### config.mk
export PLATFORM = sky130hd
export DESIGN_NAME = config_loader
export DESIGN_NICKNAME = d
export VERILOG_FILES = /design/src/loader_pkg.sv /design/src/byte_fifo.sv /design/src/config_loader.sv
export VERILOG_INCLUDE_DIRS = /design/src
export SDC_FILE = /design/constraint.sdc
export NUM_CORES = 1
export LEC_CHECK = 0
export BUFFER_PORTS_ARGS = -buffer_cell sky130_fd_sc_hd__buf_2
export CORE_MARGIN = 3
export CORE_UTILIZATION = 56
export CTS_CLUSTER_SIZE = 28
export DETAILED_ROUTE_END_ITERATION = 6
export PLACE_DENSITY = 0.73
export SLEW_MARGIN = 10
export SYNTH_ARGS = -nofsm -noshare
export SYNTH_HDL_FRONTEND = slang
export SYNTH_SLANG_ARGS = --single-unit
### constraint.sdc
create_clock -name SYS_CLK -period 4.3 [get_ports SYS_CLK]
set_input_delay 0.215 -clock SYS_CLK [delete_from_list [all_inputs] [get_ports SYS_CLK]]
set_output_delay 0.215 -clock SYS_CLK [all_outputs]
set_load 0.02 [all_outputs]
### src/loader_regs.svh
`ifndef LOADER_REGS_SVH
`define LOADER_REGS_SVH
`define OP_WAKE 8'hAB
`define OP_FAST_READ 8'h0B
`define FLASH_START_ADDR 24'h00_0000
`define WAKE_BITS 6'd8
`define READ_HDR_BITS 6'd40
`define WAKE_WAIT_NS 30000
`define CLK_PERIOD_NS 25
`define RESET_HOLD_CYCLES 4
`define FIFO_DEPTH 32
`define MODE_ACTIVE 2'h0
`define MODE_PASSIVE 2'h1
`define MODE_JTAG 2'h2
`define MODE_MASK 2'h3
`endif

### src/loader_pkg.sv
package loader_pkg;
    typedef enum logic [2:0] {
        ST_IDLE = 3'b000,
        ST_WAKE = 3'b001,
        ST_WAIT = 3'b011,
        ST_CMD = 3'b010,
        ST_LOAD = 3'b110,
        ST_DONE = 3'b111
    } load_state_t;
    typedef struct packed {
        logic sck;
        logic cs_n;
        logic mosi;
    } spi_out_t;
    typedef struct packed {
        logic we;
        logic [15:0] addr;
        logic [7:0] data;
    } config_ram_wr_t;
endpackage

### src/byte_fifo.sv
`timescale 1ns/1ps
module byte_fifo #(
    parameter int WIDTH = 8,
    parameter int DEPTH = 32
) (
    input wire logic clk,
    input wire logic rst_n,
    input wire logic in_valid,
    output logic in_ready,
    input wire logic [WIDTH-1:0] in_data,
    output logic out_valid,
    input wire logic out_ready,
    output logic [WIDTH-1:0] out_data
);
    localparam int AW = $clog2(DEPTH);
    typedef struct packed {
        logic [AW-1:0] wp;
        logic [AW-1:0] rp;
        logic [AW:0] cnt;
    } fifo_state_t;
    fifo_state_t s_q, s_d;
    logic [WIDTH-1:0] mem [DEPTH];
    logic push, pop;

    // handshake and pointers
    assign in_ready = s_q.cnt != (AW+1)'(DEPTH);
    assign out_valid = s_q.cnt != '0;
    assign out_data = mem[s_q.rp];
    assign push = in_valid && in_ready;
    assign pop = out_valid && out_ready;
    always_comb begin
        s_d = s_q;
        if (push) s_d.wp = s_q.wp + 1'b1;
        if (pop) s_d.rp = s_q.rp + 1'b1;
        s_d.cnt = s_q.cnt + (AW+1)'(push) - (AW+1)'(pop);
    end
    always_ff @(posedge clk) begin
        if (!rst_n) s_q <= '0;
        else s_q <= s_d;
        if (push) mem[s_q.wp] <= in_data;
    end
    a_fifo_bound: assert property (@(posedge clk) disable iff (!rst_n)
        s_q.cnt <= (AW+1)'(DEPTH)) else $error("fifo count over depth");
endmodule

### src/config_loader.sv
`timescale 1ns/1ps
`include "loader_regs.svh"
module config_loader #(
    parameter int WAKE_WAIT_CYCLES = (`WAKE_WAIT_NS + `CLK_PERIOD_NS - 1) / `CLK_PERIOD_NS,
    parameter int IMAGE_BYTES = 1024,
    parameter int SCK_DIV = 2
) (
    input wire logic SYS_CLK,
    input wire logic NRST,
    input wire logic CONFIG_RESET_N,
    input wire logic [1:0] MODE,
    output loader_pkg::spi_out_t SPI_OUT,
    input wire logic SPI_MISO,
    input wire logic PAS_SCK,
    input wire logic PAS_CS_N,
    input wire logic PAS_MOSI,
    input wire logic JTAG_VALID,
    input wire logic [7:0] JTAG_BYTE,
    output logic [15:0] MASK_ADDR,
    input wire logic [7:0] MASK_BYTE,
    output loader_pkg::config_ram_wr_t CONFIG_RAM_WR,
    output logic USER_MODE
);
    import loader_pkg::*;

    // ****************************************
    // state
    // ****************************************
    typedef struct packed {
        load_state_t st;
        logic [1:0] mode;
        logic [2:0] hold;
        logic creset_prev;
        logic [15:0] wait_cnt;
        logic [7:0] div;
        logic [5:0] bit_cnt;
        logic [39:0] shreg;
        logic [7:0] rx;
        logic [2:0] rx_bits;
        logic pas_sck_prev;
        logic [15:0] in_cnt;
        logic [15:0] out_cnt;
        logic mask_pend;
        spi_out_t spi;
        config_ram_wr_t wr;
        logic user;
    } core_state_t;
    core_state_t s_q, s_d;

    logic f_in_valid, f_in_ready, f_out_valid;
    logic [7:0] f_in_data, f_out_data;
    logic tick;

    // ****************************************
    // byte buffer between source and config_ram
    // ****************************************
    byte_fifo #(.WIDTH(8), .DEPTH(`FIFO_DEPTH)) byte_fifo_inst (
        .clk(SYS_CLK),
        .rst_n(NRST),
        .in_valid(f_in_valid),
        .in_ready(f_in_ready),
        .in_data(f_in_data),
        .out_valid(f_out_valid),
        .out_ready(1'b1),
        .out_data(f_out_data)
    );

    // oscillator divider for serial clock half period
    assign tick = s_q.div == 8'(SCK_DIV - 1);

    // source mux into the buffer
    always_comb begin
        f_in_valid = 1'b0;
        f_in_data = s_q.rx;
        if (s_q.st == ST_LOAD && s_q.in_cnt != 16'(IMAGE_BYTES)) begin
            if (s_q.mode == `MODE_JTAG) begin
                f_in_valid = JTAG_VALID;
                f_in_data = JTAG_BYTE;
            end else if (s_q.mode == `MODE_MASK) begin
                f_in_valid = s_q.mask_pend;
                f_in_data = MASK_BYTE;
            end else begin
                f_in_valid = s_q.rx_bits == 3'd0 && s_q.bit_cnt == 6'd1;
            end
        end
    end

    // flash pins parked: deselected, clock low, data low
    function automatic spi_out_t spi_idle();
        return '{sck: 1'b0, cs_n: 1'b1, mosi: 1'b0};
    endfunction

    // ****************************************
    // sequencer
    // ****************************************
    always_comb begin
        s_d = s_q;
        s_d.wr.we = 1'b0;
        s_d.creset_prev = CONFIG_RESET_N;
        s_d.pas_sck_prev = PAS_SCK;
        s_d.div = tick ? 8'h00 : s_q.div + 8'h01;
        s_d.bit_cnt = 6'd0;
        // buffer drain to config_ram
        if (f_out_valid) begin
            s_d.wr.we = 1'b1;
            s_d.wr.addr = s_q.out_cnt;
            s_d.wr.data = f_out_data;
            s_d.out_cnt = s_q.out_cnt + 16'h0001;
        end
        if (f_in_valid && f_in_ready) s_d.in_cnt = s_q.in_cnt + 16'h0001;
        case (s_q.st)
            ST_IDLE: begin
                s_d.spi = spi_idle();
                if (CONFIG_RESET_N) s_d.hold = s_q.hold + 3'd1;
                else s_d.hold = 3'd0;
                if (CONFIG_RESET_N && s_q.hold == 3'(`RESET_HOLD_CYCLES)) begin
                    s_d.mode = MODE;
                    s_d.in_cnt = 16'h0000;
                    s_d.out_cnt = 16'h0000;
                    s_d.st = (MODE == `MODE_ACTIVE) ? ST_WAKE : ST_LOAD;
                    s_d.shreg = {`OP_WAKE, 32'h0};
                    s_d.bit_cnt = `WAKE_BITS;
                    // no partial byte carried over from an earlier load
                    s_d.rx = 8'h00;
                    s_d.rx_bits = 3'd0;
                    s_d.spi.cs_n = MODE != `MODE_ACTIVE;
                    // first wake bit settled before the first clock rise
                    s_d.spi.mosi = (MODE == `MODE_ACTIVE) && s_d.shreg[39];
                end
            end
            ST_WAKE, ST_CMD: begin
                s_d.bit_cnt = s_q.bit_cnt;
                if (tick) begin
                    if (!s_q.spi.sck) begin
                        s_d.spi.sck = 1'b1;
                    end else begin
                        s_d.spi.sck = 1'b0;
                        s_d.shreg = {s_q.shreg[38:0], 1'b0};
                        s_d.bit_cnt = s_q.bit_cnt - 6'd1;
                        if (s_q.bit_cnt == 6'd1) begin
                            if (s_q.st == ST_WAKE) begin
                                s_d.spi.cs_n = 1'b1;
                                s_d.wait_cnt = 16'h0000;
                                s_d.st = ST_WAIT;
                            end else begin
                                s_d.rx_bits = 3'd0;
                                s_d.st = ST_LOAD;
                            end
                        end
                    end
                end
                s_d.spi.mosi = s_d.shreg[39];
            end
            ST_WAIT: begin
                s_d.wait_cnt = s_q.wait_cnt + 16'h0001;
                if (s_q.wait_cnt == 16'(WAKE_WAIT_CYCLES)) begin
                    // fast read at zero plus dummy
                    s_d.shreg = {`OP_FAST_READ, `FLASH_START_ADDR, 8'h00};
                    s_d.bit_cnt = `READ_HDR_BITS;
                    s_d.spi.cs_n = 1'b0;
                    s_d.spi.mosi = s_d.shreg[39];
                    s_d.st = ST_CMD;
                end
            end
            ST_LOAD: begin
                s_d.mask_pend = 1'b0;
                if (s_q.in_cnt == 16'(IMAGE_BYTES)) begin
                    s_d.spi = spi_idle();
                    if (!f_out_valid) s_d.st = ST_DONE;
                end else if (s_q.mode == `MODE_ACTIVE) begin
                    // sample flash data, stall clock when buffer full
                    if (tick && f_in_ready) begin
                        s_d.spi.sck = !s_q.spi.sck;
                        if (!s_q.spi.sck) begin
                            s_d.rx = {s_q.rx[6:0], SPI_MISO};
                            s_d.rx_bits = s_q.rx_bits + 3'd1;
                            s_d.bit_cnt = (s_q.rx_bits == 3'd7) ? 6'd1 : 6'd0;
                        end
                    end
                end else if (s_q.mode == `MODE_PASSIVE) begin
                    if (!PAS_CS_N && PAS_SCK && !s_q.pas_sck_prev) begin
                        s_d.rx = {s_q.rx[6:0], PAS_MOSI};
                        s_d.rx_bits = s_q.rx_bits + 3'd1;
                        s_d.bit_cnt = (s_q.rx_bits == 3'd7) ? 6'd1 : 6'd0;
                    end
                end else if (s_q.mode == `MODE_MASK) begin
                    if (!s_q.mask_pend && f_in_ready) begin
                        s_d.mask_pend = 1'b1;
                    end
                end
                if (s_q.mode == `MODE_MASK && s_q.mask_pend) s_d.mask_pend = 1'b0;
            end
            ST_DONE: begin
                // user mode only after full load
                s_d.user = 1'b1;
                if (CONFIG_RESET_N && !s_q.creset_prev) begin
                    s_d.user = 1'b0;
                    s_d.hold = 3'd0;
                    s_d.st = ST_IDLE;
                end
            end
            default: s_d.st = ST_IDLE;
        endcase
    end

    always_ff @(posedge SYS_CLK) begin
        if (!NRST) begin
            s_q <= '0;
            s_q.st <= ST_IDLE;
            s_q.spi <= spi_idle();
        end else begin
            s_q <= s_d;
        end
    end

    // outputs straight from state flops
    assign SPI_OUT = s_q.spi;
    assign CONFIG_RAM_WR = s_q.wr;
    assign USER_MODE = s_q.user;
    assign MASK_ADDR = s_q.in_cnt;

    // ****************************************
    // checks
    // ****************************************
    // user mode after full load
    a_user_after_load: assert property (@(posedge SYS_CLK) disable iff (!NRST)
        $rose(USER_MODE) |-> s_q.out_cnt == 16'(IMAGE_BYTES))
        else $error("user mode before full load");
    a_no_early_user: assert property (@(posedge SYS_CLK) disable iff (!NRST)
        USER_MODE |-> s_q.st == ST_DONE)
        else $error("user mode outside done state");
    a_start_level: assert property (@(posedge SYS_CLK) disable iff (!NRST)
        s_q.st != ST_IDLE && $past(s_q.st) == ST_IDLE |-> $past(CONFIG_RESET_N))
        else $error("start without config reset high");
    // start after the full hold count
    a_start_hold: assert property (@(posedge SYS_CLK) disable iff (!NRST)
        s_q.st != ST_IDLE && $past(s_q.st) == ST_IDLE
        |-> $past(s_q.hold) == 3'(`RESET_HOLD_CYCLES))
        else $error("start before hold count");
    // deselected flash sees a low clock
    a_sck_parked: assert property (@(posedge SYS_CLK) disable iff (!NRST)
        SPI_OUT.cs_n |-> !SPI_OUT.sck)
        else $error("serial clock high while deselected");
    // data moves only while the clock is low
    a_mosi_settled: assert property (@(posedge SYS_CLK) disable iff (!NRST)
        $changed(SPI_OUT.mosi) && !SPI_OUT.cs_n |-> !SPI_OUT.sck)
        else $error("data changed with serial clock high");
    // clock edges come from the divider
    a_sck_rate: assert property (@(posedge SYS_CLK) disable iff (!NRST)
        $changed(SPI_OUT.sck) |-> $past(tick))
        else $error("serial clock not from divider");
    a_wake_first: assert property (@(posedge SYS_CLK) disable iff (!NRST)
        s_q.st == ST_WAKE && $past(s_q.st) == ST_IDLE
        |-> s_q.shreg[39:32] == `OP_WAKE)
        else $error("first opcode not wake");
    // flash released after the wake byte
    a_wake_released: assert property (@(posedge SYS_CLK) disable iff (!NRST)
        s_q.st == ST_WAIT && $past(s_q.st) == ST_WAKE |-> SPI_OUT.cs_n && !SPI_OUT.sck)
        else $error("flash still driven after wake");
    a_wake_gap_held: assert property (@(posedge SYS_CLK) disable iff (!NRST)
        s_q.st == ST_WAIT |-> SPI_OUT.cs_n)
        else $error("flash selected during wake wait");
    // full wait length before the read
    a_wait_length: assert property (@(posedge SYS_CLK) disable iff (!NRST)
        s_q.st == ST_CMD && $past(s_q.st) == ST_WAIT
        |-> $past(s_q.wait_cnt) == 16'(WAKE_WAIT_CYCLES))
        else $error("wake wait too short");
    // fast read header from address zero
    a_read_cmd: assert property (@(posedge SYS_CLK) disable iff (!NRST)
        s_q.st == ST_CMD && $past(s_q.st) == ST_WAIT
        |-> s_q.shreg == {`OP_FAST_READ, `FLASH_START_ADDR, 8'h00})
        else $error("bad fast read header");
    a_write_order: assert property (@(posedge SYS_CLK) disable iff (!NRST)
        CONFIG_RAM_WR.we |-> CONFIG_RAM_WR.addr == s_q.out_cnt - 16'h0001)
        else $error("config_ram write out of order");
    // passive load leaves the flash pins parked
    a_passive_quiet: assert property (@(posedge SYS_CLK) disable iff (!NRST)
        s_q.mode == `MODE_PASSIVE && s_q.st == ST_LOAD |-> SPI_OUT.cs_n && !SPI_OUT.sck)
        else $error("device drives flash in passive mode");
    // mask option never selects the flash
    a_mask_no_flash: assert property (@(posedge SYS_CLK) disable iff (!NRST)
        s_q.mode == `MODE_MASK && s_q.st == ST_LOAD |-> SPI_OUT.cs_n)
        else $error("flash used with mask option");
    // main scenarios reached
    c_active_done: cover property (@(posedge SYS_CLK) disable iff (!NRST)
        s_q.mode == `MODE_ACTIVE && $rose(USER_MODE));
    c_passive_done: cover property (@(posedge SYS_CLK) disable iff (!NRST)
        s_q.mode == `MODE_PASSIVE && $rose(USER_MODE));
    c_jtag_done: cover property (@(posedge SYS_CLK) disable iff (!NRST)
        s_q.mode == `MODE_JTAG && $rose(USER_MODE));
    c_mask_done: cover property (@(posedge SYS_CLK) disable iff (!NRST)
        s_q.mode == `MODE_MASK && $rose(USER_MODE));
    c_fifo_full: cover property (@(posedge SYS_CLK) disable iff (!NRST) !f_in_ready);
endmodule

Word level (Yosys, flattened, before mapping)
Memory sizes are Yosys's and may differ from the RTL's. A register that Yosys moved wholly into a read port is not among the register bits.
Index checks and enable logic that the tools add are counted.
{ "word_totals": {"register_bits": 169, "ram_bits": 256, "inputBits": 26, "out_inout_bits": 45, "word_cells": 190, "mem_count": 1} }
{ "mem_list": {"columns": ["memory", "words", "word_bits", "read_ports", "rd_clocked_by_memory_dff", "wr", "line_no", "text"], "rows": [
  ["byte_fifo_inst.mem", 32, 8, 1, 1, 1, "byte_fifo.sv:22", "logic [WIDTH-1:0] mem [DEPTH];"]
]} }
{ "classes": {"add_sub_neg": 11, "eq_ne": 33, "mux": 78, "n_bitwise": 1, "n_reduce_logical": 41} }
{ "ops": {"columns": ["op", "n"], "rows": [
  ["2-to-1 mux 46 bit", 3],
  ["one-hot mux 40 bit (3 select lines)", 1],
  ["2-to-1 mux 16 bit", 6],
  ["2-to-1 mux 11 bit", 6],
  ["2-to-1 mux 32 bit", 2],
  ["2-to-1 mux 55 bit", 1],
  ["adder 16 x 1 -> 16 bit (second input constant)", 3],
  ["2-to-1 mux 3 bit", 14],
  ["equality test 16 x 11 -> 1 bit (second input constant)", 2],
  ["one-hot mux 16 bit (2 select lines)", 1],
  ["2-to-1 mux 25 bit", 1],
  ["2-to-1 mux 8 bit", 3],
  ["one-hot mux 6 bit (4 select lines)", 1],
  ["2-to-1 mux 1 bit", 23],
  ["!= test 2 bit (second input constant)", 10],
  ["2-to-1 mux 6 bit", 3],
  ["!= test 16 x 11 -> 1 bit (second input constant)", 1],
  ["one-hot mux 8 bit (2 select lines)", 1],
  ["2-to-1 mux 5 bit", 3],
  ["one-hot mux 3 bit (5 select lines)", 1],
  ["AND reduction 7 bit", 2],
  ["equality test 3 bit (second input constant)", 4],
  ["!= test 3 x 1 -> 1 bit (second input constant)", 4],
  ["AND reduction 11 bit", 1],
  ["36 further kinds", 67]
]} }

Depth between registers and ports, before layout
{ "depth": {"word_depth": 9, "depth_mapped": 17, "ltp_nobuf": 14} }

By module
A second synthesis with hierarchy kept.
{ "hier_totals": {"cells_unflattened": 1439, "area_unflattened_um2": 18347.6} }
{ "by_module_without_submodules": {"columns": ["mod", "n_inst", "cells_per_inst", "area_per_inst_um2", "seq_area_each_um2"], "rows": [
  ["byte_fifo", 1, 616, 11039.3, 8107.8],
  ["config_loader", 1, 823, 7308.3, 3042.9]
]} }

Least setup slack after synthesis
No wires, ideal clock.
{ "synth_path": {"kind": "reg-to-reg", "from": "register s_q[152] in the netlist's numbering", "to": "memory byte_fifo_inst.mem[0][5], data pin", "setup_ps": 454, "t_arrival_ps": 2821, "t_required_ps": 3846, "slack_ps": 1025, "stages_incl_launch_ff": 7, "path_buffers": 2, "synth_period_minus_slack_ps": 3275, "cell_sequence": "dfxtp_1 > clkbuf_1 > nand2_1 > nor2_1 > nand3_1 > clkbuf_1 > o21ai_0"} }
{ "synth_via": {"elab_chain_cells": 3} }
{ "synth_lines": {"columns": ["element", "line_no", "text"], "rows": [
  ["from (decl)", "config_loader.sv:48", "core_state_t s_q, s_d;"],
  ["equality test 3 bit", "config_loader.sv:75", "if (s_q.st == ST_LOAD && s_q.in_cnt != 16'(IMAGE_BYTES)) begin"],
  ["logical AND 1 bit", "config_loader.sv:75", null],
  ["2-to-1 mux 8 bit", "config_loader.sv:75", null],
  ["named net byte_fifo_inst.in_data[5]", "byte_fifo.sv:10", "input wire logic [WIDTH-1:0] in_data,"],
  ["to (decl)", "byte_fifo.sv:22", null]
]} }
The timed path passes the listed nets, and every way through them passes these cells.

Worst setup path in the final report
{ "layout_path": {"from": "register s_q[115] in the netlist's numbering", "to": "memory byte_fifo_inst.mem[13][1], enable pin"} }
{ "layout_via": {"elab_chain_cells": 8} }
{ "layout_lines": {"columns": ["element", "line_no", "text"], "rows": [
  ["equality test 6 x 1 -> 1 bit", "config_loader.sv:83", "f_in_valid = s_q.rx_bits == 3'd0 && s_q.bit_cnt == 6'd1;"],
  ["logical AND 1 bit", "config_loader.sv:83", null],
  ["2-to-1 mux 1 bit", "config_loader.sv:79", "end else if (s_q.mode == `MODE_MASK) begin"],
  ["2-to-1 mux 1 bit", "config_loader.sv:76", "if (s_q.mode == `MODE_JTAG) begin"],
  ["2-to-1 mux 1 bit", "config_loader.sv:75", null],
  ["logical AND 1 bit", "byte_fifo.sv:29", "assign push = in_valid && in_ready;"],
  ["2-to-1 mux 1 bit", "byte_fifo.sv:40", "if (push) mem[s_q.wp] <= in_data;"],
  ["2-to-1 mux 1 bit (implied by the code)", "byte_fifo.sv:40", null]
]} }
No other way between the ends.

==> run metrics <==
period utilisation layout 0.826; Clk pin slew, worst setup/hold paths 0.06 ns; post-DP HPWL 24300 um; Highest Clock Rate 281 MHz; Ant. Diodes 0; Cell Pwr Density 466 mW/mm^2; register area share after synthesis 0.615; vias per cell 5.94; Slew Viols, Final 0; Syn Std Cell Area 0.0181 sq mm; largest area contributor in the netlist edfxtp_1; worst path buffer plus inverter count 3; hold_buf cts 4; Setup crit end kind flip-flop; clk_skew 0.0165 ns; nets 1508; placed insts 1807; pre-CTS WS 0.759 ns; slowest stage cell, crit path nor2_1; Slew headroom 0.276; VDD IR-drop max 0.000303 V; max-cap viol count 0; FF+latch count, synth 429; Ports 71; Setup Buffers After CTS 0; Tmin final 3.55 ns; Final Wtd Congestion 0.858; post-CTS resize count 0; layout cells sized above 1 0.170; Crit path max-delay family simple AND/OR/NAND/NOR gates; full die area 0.0345 sq mm; largest net degree at the start of global routing 85; area delta synth->final 9.93%; Worst-Skew Late Latency 0.54 ns; final WL 38200 um; DRT antenna net count 0; Initial Util 0.571; Required @ worst endpoint 4.46 ns; status finished, final reports clean; Net Count, Synth 1489; Post-synth ARST share 0; most common cell in the netlist edfxtp_1; Setup WS post-layout 0.747 ns; fillers 2391; Top FF cell, synth edfxtp_1; DRT Pass-1 Iters 5; Synth top cells by count 256 x edfxtp_1, 173 x dfxtp_1, 150 x nand2_1; setup TNS 0 ns; Clock Path Buffers 3; CTS tree done; area of the multi-input gates 0.00620 sq mm; fin util 0.628; drt wl/cell 20.2 um; Final Setup Violations 0; Synth Warn # 0; max incr delay on CP 0.70 ns; CTS buffer count 42; initial antenna violation count 0; largest cells by area after synthesis edfxtp_1 42%, dfxtp_1 19%, mux4_2 7.0%; final hold vios 0; IO Port Bufs 70; arrival time at the worst endpoint 3.71 ns; Leak 7.29 nW; height of the die 186 um; CP Max Fanout 19; first-pass GRT wire length 59900 um; Netlist cell types 70; initial drt markers 1104; crit path launch type flip-flop; vias in the first global route 10800; FF+latch area 0.0112 sq mm; Tot GR Track Use 0.222; core area 0.0317 sq mm; unrepaired setup endpoints after global routing no; CP most frequent cell inv_1; Final Total Pwr 9.28 mW; Vias 11200; Worst-Margin Slew 1.08 ns; Syn Area/Cell 12.6 sq um; buffer type at the clock tree root clkbuf_16; Remaining DRCs 0; Crit Path Category flip-flop to flip-flop; critical-path cell list inv_1 -> ha_1 -> nor2b_1 -> a32oi_2 -> or4_1 -> buf_4 -> inv_1 -> nand2_1 -> nor2_1; Gate Count Post-Synth 1434; Hold Crit Class input pin to flip-flop; clock sink total 429; Std-Cell Rows 65; Post-Layout Cell Count 1887; Die W 186 um; total grt overflow 0; share of the synthesized area in the top cell type 0.424; number of synthesized flops with an enable pin 256; H-Tree Depth 2
path summary, 6_finish.rpt:
check | depth (start not counted) | startpoint | slack (ns) | endpoint
min | 3 | NRST | 0.07 | s_q[127]$_SDFF_PP0_
min reg2reg | 2 | CONFIG_RAM_WR[11]$_SDFFE_PN0N_ | 0.45 | CONFIG_RAM_WR[11]$_SDFFE_PN0N_
max | 9 | s_q[115]$_SDFFE_PN0P_ | 0.75 | byte_fifo_inst.mem[13][1]$_DFFE_PP_
max reg2reg | 9 | s_q[115]$_SDFFE_PN0P_ | 0.75 | byte_fifo_inst.mem[13][1]$_DFFE_PP_
state kept, by name (all words and copies together), names as in the netlist, named ones only:
register	cells
byte_fifo_inst.mem	256
s_q	107
MASK_ADDR	16
byte_fifo_inst.s_q	16
SPI_OUT	3
CONFIG_RAM_WR	25
USER_MODE	1
metrics by stage:
| step | area [sq um] | hold WS [ns] |
|---|---|---|
| 5_1_grt | 19900 | 0.0948 |
| 3_3_place_gp | 18500 | 0.428 |
| 6_report | 19900 | 0.0736 |
| 3_5_place_dp | 18500 | 0.440 |
| 2_1_floorplan | 18100 | 0.337 |
| 4_1_cts | 19900 | 0.0545 |
cells by family after synthesis:
logic type / after synthesis / synth area share
AOI/OAI and AO/OA: 209 / 0.0753
xor gates and xnor gates: 46 / 0.0222
adders and majority gates: 29 / 0.0204
and+or+nand+nor: 445 / 0.118
buffers and inverters: 158 / 0.0445
DFF: 429 / 0.615
muxes: 118 / 0.105
layout make-up:
type / instances / share of cell area
Sequential cell: 429 / 0.560
Multi-Input combinational cell: 847 / 0.311
Clock buffer: 54 / 0.0573
Timing Repair Buffer: 98 / 0.0286
Tap cell: 402 / 0.0253
Clock inverter: 22 / 0.0109
Inverter: 35 / 0.00660
where the power goes:
part	leakage (nW)	switching (mW)	internal, mW
Sequential	4.38	0.207	4.41
Clock	0.667	1.49	2.12
Combinational	2.25	0.606	0.441
cell usage in the layout, fill, tap and decap left out, drive strengths merged, types with 13 or more instances in the layout:
| master | Yosys | final |
|---|---|---|
| o22ai | 41 | 41 |
| mux4 | 56 | 56 |
| nand3 | 43 | 43 |
| ha | 28 | 28 |
| xor2 | 20 | 20 |
| or3 | 13 | 13 |
| nor2 | 132 | 132 |
| xnor2 | 26 | 26 |
| inv | 35 | 38 |
| buf | 75 | 94 |
| edfxtp | 256 | 256 |
| a2111oi | 13 | 13 |
| dfxtp | 173 | 173 |
| clkbuf | 48 | 54 |
| nand4 | 18 | 18 |
| o21ai | 32 | 32 |
| nand2 | 150 | 150 |
| mux2i | 52 | 52 |
| a21oi | 63 | 63 |
metal layers:
metal	global-route usage	wire, um
met5	0	0
met4	0.0584	812
met3	0.0326	2780
met2	0.356	18000
met1	0.324	16600
worst reg2reg max path, cell delays in order (launching register included):
cell     delay (ns)
dfxtp_1        0.32
inv_1          0.07
ha_1           0.14
nor2b_1        0.23
a32oi_2        0.22
or4_1          0.55
buf_4          0.21
inv_1          0.29
nand2_1        0.45
nor2_1         0.71
Power figures use the tool's default switching activity.
